--- src/include/dcg_pkg.sv ---
// Package: register map, field positions and shared types of the gate bank
package dcg_pkg;

    // ****************************************************************
    // Register offsets (byte addresses)
    // ****************************************************************
    localparam logic [11:0] ADDR_RUN_GATES   = 12'h104;
    localparam logic [11:0] ADDR_SLEEP_GATES = 12'h114;
    localparam logic [11:0] ADDR_DEEP_GATES  = 12'h124;
    localparam logic [11:0] ADDR_RUN_CONFIG  = 12'h060;
    localparam logic [11:0] ADDR_IRQ_STATUS  = 12'h200;
    localparam logic [11:0] ADDR_IRQ_MASK    = 12'h204;
    localparam logic [11:0] ADDR_FAULT_UNIT  = 12'h208;

    // ****************************************************************
    // Field positions and values
    // ****************************************************************
    localparam int          BIT_TIMER_TWO      = 18;
    localparam int          BIT_TIMER_ONE      = 17;
    localparam int          BIT_TIMER_ZERO     = 16;
    localparam int          BIT_TWOWIRE_ONE    = 14;
    localparam int          BIT_TWOWIRE_ZERO   = 12;
    localparam int          BIT_SYNC_ZERO      = 4;
    localparam int          BIT_ASYNC_ONE      = 1;
    localparam int          BIT_ASYNC_ZERO     = 0;
    localparam int          BIT_AUTO_GATING    = 27;
    localparam logic [31:0] GATE_WRITABLE_MASK = 32'h0007_5013;
    localparam logic [31:0] GATE_RESET_VALUE   = 32'h0000_0000;
    localparam logic [31:0] CONFIG_RESET_VALUE = 32'h0000_0000;
    localparam logic [31:0] CONFIG_MASK        = 32'h0800_0000;
    localparam int          NUM_UNITS          = 8;
    localparam int          IRQ_FAULT_BIT      = 0;
    localparam logic [31:0] IRQ_MASK_WIDTH     = 32'h0000_0001;

    // Power operating mode of the system
    typedef enum logic [2:0] {
        DCG_MODE_RUN   = 3'b001,
        DCG_MODE_SLEEP = 3'b010,
        DCG_MODE_DEEP  = 3'b100
    } dcg_mode_type;

    // Register port request
    typedef struct packed {
        logic [11:0] addr;
        logic [31:0] wdata;
        logic        wr;
        logic        rd;
    } dcg_req_type;

    // Access from the processor bus towards one gated unit
    typedef struct packed {
        logic [NUM_UNITS-1:0] sel;
        logic                 valid;
    } dcg_unit_access_type;

endpackage

--- src/hw/dcg_clock_gate.sv ---
// Glitch-free clock gate for one peripheral unit
`timescale 1ns/1ps

module dcg_clock_gate (
    input  wire logic ref_clk,
    input  wire logic reset_n,
    input  wire logic enable,
    output logic      unit_clk,
    output logic      unit_enable
);

    // ****************************************************************
    // Latch-free gating
    // ****************************************************************
    // Enable is retimed on the falling edge so it only changes while the
    // clock is low; the AND then never cuts a high phase short.
    logic en_low;

    always_ff @(negedge ref_clk) begin
        if (!reset_n) begin
            en_low <= 1'b0;
        end else begin
            en_low <= enable;
        end
    end

    assign unit_clk = ref_clk & en_low;

    // Registered enable the unit uses as its active-high enable
    always_ff @(posedge ref_clk) begin
        if (!reset_n) begin
            unit_enable <= 1'b0;
        end else begin
            unit_enable <= enable;
        end
    end

endmodule // dcg_clock_gate

--- src/hw/dcg_gate_bank.sv ---
// Top: run, sleep and deep-sleep unit clock gates with fault reporting
`timescale 1ns/1ps


module dcg_gate_bank (
    input  wire logic                         ref_clk,
    input  wire logic                         reset_n,
    input  wire dcg_pkg::dcg_mode_type        power_mode,
    input  wire logic [11:0]                  reg_addr,
    input  wire logic [31:0]                  reg_wdata,
    input  wire logic                         reg_wr,
    input  wire logic                         reg_rd,
    output logic      [31:0]                  reg_rdata,
    input  wire dcg_pkg::dcg_unit_access_type unit_access,
    output logic                              unit_ack,
    output logic                              bus_fault,
    output logic      [7:0]                   unit_enable,
    output logic      [7:0]                   unit_clk,
    output logic                              irq
);
    import dcg_pkg::*;

    // ****************************************************************
    // Register state
    // ****************************************************************
    logic [31:0] run_unit_clock_gates_one;
    logic [31:0] sleep_unit_clock_gates_one;
    logic [31:0] deep_sleep_unit_clock_gates_one;
    logic [31:0] run_clock_configuration;
    logic [31:0] irq_status;
    logic [31:0] irq_mask;
    logic [7:0]  fault_unit;
    dcg_req_type req;

    assign req = '{addr: reg_addr, wdata: reg_wdata, wr: reg_wr, rd: reg_rd};

    // ****************************************************************
    // Address decode
    // ****************************************************************
    wire hit_run    = (req.addr == ADDR_RUN_GATES);
    wire hit_sleep  = (req.addr == ADDR_SLEEP_GATES);
    wire hit_deep   = (req.addr == ADDR_DEEP_GATES);
    wire hit_config = (req.addr == ADDR_RUN_CONFIG);
    wire hit_status = (req.addr == ADDR_IRQ_STATUS);
    wire hit_mask   = (req.addr == ADDR_IRQ_MASK);
    wire hit_fault  = (req.addr == ADDR_FAULT_UNIT);

    // Reserved bits never store, so they read back as zero
    wire [31:0] gate_wdata = req.wdata & GATE_WRITABLE_MASK;

    // ****************************************************************
    // Active gate selection
    // ****************************************************************
    // Auto gating off means the run gates stay in charge in every mode.
    wire        auto_gating = run_clock_configuration[BIT_AUTO_GATING];
    wire [31:0] active_gates =
        (auto_gating && power_mode == DCG_MODE_DEEP)  ?
            deep_sleep_unit_clock_gates_one :
        (auto_gating && power_mode == DCG_MODE_SLEEP) ?
            sleep_unit_clock_gates_one :
            run_unit_clock_gates_one;

    // Compact per-unit enables in the order of the unit vector
    wire [7:0] unit_gate = {
        active_gates[BIT_TIMER_TWO],
        active_gates[BIT_TIMER_ONE],
        active_gates[BIT_TIMER_ZERO],
        active_gates[BIT_TWOWIRE_ONE],
        active_gates[BIT_TWOWIRE_ZERO],
        active_gates[BIT_SYNC_ZERO],
        active_gates[BIT_ASYNC_ONE],
        active_gates[BIT_ASYNC_ZERO]
    };

    // An access hitting a gated-off unit faults instead of completing
    wire [7:0] blocked     = unit_access.sel & ~unit_gate;
    wire       fault_now   = unit_access.valid && (blocked != 8'h00);
    wire       ack_now     = unit_access.valid && (blocked == 8'h00);
    wire [31:0] irq_events = {31'h0000_0000, fault_now};

    // ****************************************************************
    // Gate registers
    // ****************************************************************
    always_ff @(posedge ref_clk) begin
        if (!reset_n) begin
            run_unit_clock_gates_one        <= GATE_RESET_VALUE;
            sleep_unit_clock_gates_one      <= GATE_RESET_VALUE;
            deep_sleep_unit_clock_gates_one <= GATE_RESET_VALUE;
            run_clock_configuration         <= CONFIG_RESET_VALUE;
        end else begin
            if (req.wr && hit_run) begin
                run_unit_clock_gates_one <= gate_wdata;
            end
            if (req.wr && hit_sleep) begin
                sleep_unit_clock_gates_one <= gate_wdata;
            end
            if (req.wr && hit_deep) begin
                deep_sleep_unit_clock_gates_one <= gate_wdata;
            end
            if (req.wr && hit_config) begin
                run_clock_configuration <= req.wdata & CONFIG_MASK;
            end
        end
    end

    // ****************************************************************
    // Interrupt status and mask
    // ****************************************************************
    // New events win over a write-one clear in the same cycle.
    wire [31:0] status_clear =
        (req.wr && hit_status) ? req.wdata : 32'h0000_0000;
    wire [31:0] next_irq_status =
        (irq_status & ~status_clear) | irq_events;

    always_ff @(posedge ref_clk) begin
        if (!reset_n) begin
            irq_status <= 32'h0000_0000;
            irq_mask   <= 32'h0000_0000;
            fault_unit <= 8'h00;
            irq        <= 1'b0;
        end else begin
            irq_status <= next_irq_status & IRQ_MASK_WIDTH;
            if (req.wr && hit_mask) begin
                irq_mask <= req.wdata & IRQ_MASK_WIDTH;
            end
            if (fault_now) begin
                fault_unit <= blocked;     // Last offending unit set
            end
            irq <= |(next_irq_status & IRQ_MASK_WIDTH & irq_mask);
        end
    end

    // ****************************************************************
    // Read data and access answer
    // ****************************************************************
    // Unmapped addresses read as zero; reads have no side effect.
    wire [31:0] read_mux =
        hit_run    ? run_unit_clock_gates_one :
        hit_sleep  ? sleep_unit_clock_gates_one :
        hit_deep   ? deep_sleep_unit_clock_gates_one :
        hit_config ? run_clock_configuration :
        hit_status ? irq_status :
        hit_mask   ? irq_mask :
        hit_fault  ? {24'h00_0000, fault_unit} :
                     32'h0000_0000;

    always_ff @(posedge ref_clk) begin
        if (!reset_n) begin
            reg_rdata <= 32'h0000_0000;
            unit_ack  <= 1'b0;
            bus_fault <= 1'b0;
        end else begin
            reg_rdata <= req.rd ? read_mux : 32'h0000_0000;
            unit_ack  <= ack_now;
            bus_fault <= fault_now;
        end
    end

    // ****************************************************************
    // Per-unit clock gates
    // ****************************************************************
    // unit_clk is a gated clock, not a flop output: gating must follow
    // the clock itself.
    for (genvar i = 0; i < NUM_UNITS; i++) begin : g_gate
        dcg_clock_gate u_gate (
            .ref_clk     (ref_clk),
            .reset_n     (reset_n),
            .enable      (unit_gate[i]),
            .unit_clk    (unit_clk[i]),
            .unit_enable (unit_enable[i])
        );
    end

endmodule // dcg_gate_bank

--- config.mk ---
export PLATFORM = sky130hd
export DESIGN_NAME = dcg_gate_bank
export DESIGN_NICKNAME = d
export VERILOG_FILES = /design/src/include/dcg_pkg.sv /design/src/hw/dcg_clock_gate.sv /design/src/hw/dcg_gate_bank.sv
export SDC_FILE = /design/constraint.sdc
export NUM_CORES = 1
export LEC_CHECK = 0
export BUFFER_PORTS_ARGS = -buffer_cell sky130_fd_sc_hd__buf_2
export CAP_MARGIN = 20
export CORE_MARGIN = 4
export CORE_UTILIZATION = 32
export CTS_CLUSTER_SIZE = 40
export DETAILED_ROUTE_END_ITERATION = 7
export SKIP_LAST_GASP = 1
export SYNTH_ARGS = -nofsm -noshare
export SYNTH_HDL_FRONTEND = slang
export SYNTH_HIERARCHICAL = 1
export SYNTH_SLANG_ARGS = --single-unit
--- constraint.sdc ---
create_clock -name ref_clk -period 1.9 [get_ports ref_clk]
set_input_delay 0.285 -clock ref_clk [delete_from_list [all_inputs] [get_ports ref_clk]]
set_output_delay 0.285 -clock ref_clk [all_outputs]
set_load 0.02 [all_outputs]
Yosys cells after proc, flatten, opt, wreduce, memory -nomap -nowiden. Index checks and enable logic that the tools add are counted.

Word-level logic and storage cells: 87. Output and inout bits: 51. Bits in registers: 86.

Mux-type cells: 18. Bitwise gates (word level): 15. Reduce and logical (&&, ||, !) cells: 16. Eq/ne operators: 9.

Operators by type and width (number): 19-bit 2-to-1 mux (5); 12-bit by 10-bit equality test with 1-bit output, second input constant (3); 12-bit by 9-bit equality test with 1-bit output, second input constant (3); 32-bit OR reduction (1); 28-bit 2-to-1 mux (1); 8-bit 2-to-1 mux (3); 12-bit by 7-bit equality test with 1-bit output, second input constant (1); 1-bit AND (10); 1-bit logical AND (10); 1-bit 2-to-1 mux (9); 8-bit AND (1); 8-bit zero test (1); 8-bit inverter (1); 8-bit nonzero test (1); 5-bit OR reduction (1); 4-bit OR reduction (1); 3-bit by 2-bit equality test with 1-bit output, second input constant (1); 3-bit equality test, second input constant (1); 1-bit inverter (2); 2-bit AND reduction (1); 1-bit OR (1).

Depth between registers and ports, before layout.
Word-level depth: 11. Depth in mapped cells: 8. Mapped depth without buffers: 6.

Cells and area by module. Netlist, hierarchy kept.

Modules (own cells, without submodules): dcg_gate_bank (cells each 301, sequential area each 1041.0 µm², times used 1, area an instance 2680.1 µm²); dcg_clock_gate (cells each 5, sequential area each 40.0 µm², times used 8, area an instance 56.3 µm²).

==> run summary <==
WP depth: 2
max-capacitance violation count: 0
grt ovf: 0
reg-to-reg slack, setup: -300 ps
Synth async-reset ratio: 0
area fraction of the dominant cell type after synthesis: 0.435
Sum Neg Setup Slack: -7320 ps
Core ar.: 9370 um^2
FF+latch count, synth: 68
Antenna Violating Nets Remaining: 0
RSZ-0062 raised after global routing: yes
largest area contributor in the netlist: dfxtp_1
area grow syn2layout: 49.3%
Antenna Cells: 0
commonest cells in the netlist: 68 x dfxtp_1, 28 x nor2_1, 25 x nor2b_1
routed via count: 2,924
most numerous cell in the Yosys netlist: dfxtp_1
CP Capture Type: primary output
Crit path max-delay family: flip-flops
final hold violation count: 0
WL/cell: 15.1 um
Setup WS post-layout: -405 ps
Tot GR Track Use: 0.166
worst r2r src: run_clock_configuration[27]
critical path arrival: 2020 ps
Design Power: 3.36 mW
layout cells sized above 1: 0.455
mapped cell area: 3130 um^2
leakage power: 2.19 nW
delay of the slowest critical-path stage: 310 ps
GPL Wtd Cong: 0.924
clk_lat worst skew: 510 ps
Worst setup SP type: flip-flop
first-pass GRT wire length: 14,600 um
Synth Flop Type: dfxtp_1
Buf/Inv on CP: 1
clk_skew: 57.4 ps
Die Ht: 107 um
status: finished, violations left
area of the multi-input gates: 1870 um^2
Synth cell types: 43
vias in the first global route: 2,994
Vias/cell: 4.75
largest net degree at the start of global routing: 20
Syn Area/Cell: 9.18 um^2
Reg2Reg Depth: 9
Fill cells: 904
Slew Limit Fails: 0
Worst EP required: 1620 ps
setup violators final: 36
min-delay src: reg_wdata[18]
WL final: 9270 um
failing checks: negative setup slack
Max FO, Critical Path: 1
Die X: 107 um
nets@finish: 541
Clock transition at path regs: 70 ps
initial antenna violation count: 0
PwrDens: 720 nW/um^2
worst hold-check path type: primary input to flip-flop
Worst Setup SP: g_gate[0].u_gate/en_low
CP max stage cell: dfxtp_2
hold_buf cts: 0
critical path type: flip-flop to primary output
VDD IR-drop max: 466 uV
num rows: 35
synthesized netlist cell count: 341
Post-synth EDFFs: 0
Starting Density: 0.334
synth warn: 6
I/O pin cnt: 111
Reg2Reg Capture Point: irq_status[0]
sequential fraction of the synthesis area: 0.435
DR pass1 iterations: 5
# DRC: 0
Worst Hold End: deep_sleep_unit_clock_gates_one[18]
crit path cell chain: and2_4, buf_6
post-DP HPWL: 6570 um
DR iter-0 viols: 96
DIE AREA: 11,400 um^2
CTS tree: yes
register area: 1370 um^2
count of buffers from port buffering: 69
Hold Path Cell Cnt: 3
top area cells in the synthesized netlist: dfxtp_1 43%, mux2i_1 6.7%, buf_4 5.0%
==> worst max path at each step <==
stage / end
2_1_floorplan: g_gate[0].u_gate/en_low
3_3_place_gp: g_gate[6].u_gate/en_low
3_5_place_dp: g_gate[2].u_gate/en_low
4_1_cts: unit_clk[0]
5_1_grt: unit_clk[2]
6_report: unit_clk[0]
==> per-layer routing <==
layer  vias up  track usage  routed length [um]  part of all wire
met5         -            0                   0                 0
met4         0       0.0767                 136             0.015
met1      1362        0.211                4010              0.43
met2       122        0.255                4360              0.47
li1       1425            -                   -                 -
met3        15       0.0518                 756             0.082
==> cell usage in the layout (no fill, tap or decap), types with 6 or more instances in the layout <==
cell type	n
conb_1	18
and2_1	11
and2_4	10
nor4b_4	6
mux2i_1	19
mux2_2	7
nor2b_1	25
a21oi_2	7
nand2_1	22
buf_4	67
o21a_1	9
a31oi_1	6
inv_1	12
clkbuf_8	13
buf_2	61
nor2_1	23
o21ai_0	6
buf_6	13
dfxtp_1	63
==> stage by stage <==
stage	setup WS, ps	area (um^2)	cells	hold WS (ps)	util
6_report	-405	4670	615	86.8	0.499
5_1_grt	-451	4670	615	68.7	0.499
4_1_cts	-420	4510	612	70.0	0.481
3_5_place_dp	-477	4010	589	450	0.428
3_3_place_gp	-441	4010	589	439	0.428
2_1_floorplan	-285	3230	358	423	-
==> state kept, by name, summed over array words and instances, names as in the netlist <==
register / cells
bus_fault: 1
deep_sleep_unit_clock_gates_one: 8
fault_unit: 8
g_gate.u_gate/en_low: 8
g_gate.u_gate/unit_enable: 8
irq: 1
irq_mask: 1
irq_status: 1
reg_rdata: 14
run_clock_configuration: 1
run_unit_clock_gates_one: 8
sleep_unit_clock_gates_one: 8
unit_ack: 1
==> worst min-delay path, cell delays in order <==
cell and delay (ps):
buf_2 120, nand2_1 50, a21boi_1 50
==> repair_timing <==
item                                   CTS  global route
endpoints found under the hold margin    0             0
gates cloned                             1             0
resized for setup                       49            33
pin swaps                               25            13
setup buffers                            2             3
setup endpoints to repair               36            36
==> power by group <==
| group | switching (mW) | internal, mW | leakage, nW |
|---|---|---|---|
| clock | 0.680 | 0.955 | 0.264 |
| combinational | 0.167 | 0.120 | 1.37 |
| sequential | 0.00618 | 1.44 | 0.552 |
==> logic make-up after synthesis <==
kind of cell,synth area share
buffers and inverters,0.0827
other,0.00120
AND/OR/NAND/NOR,0.257
multiplexers,0.0923
flip-flops,0.435
AO/OA/AOI/OAI,0.131
==> final cells by class <==
cell class              count  share of cell area
multi-input cells         245               0.400
flip-flops and latches     68               0.293
repair buffers            133               0.185
clock buffers              22              0.0592
well taps                 129              0.0345
clock inverters            14              0.0246
inverters                   4             0.00321
Power figures use the tool's default switching activity.
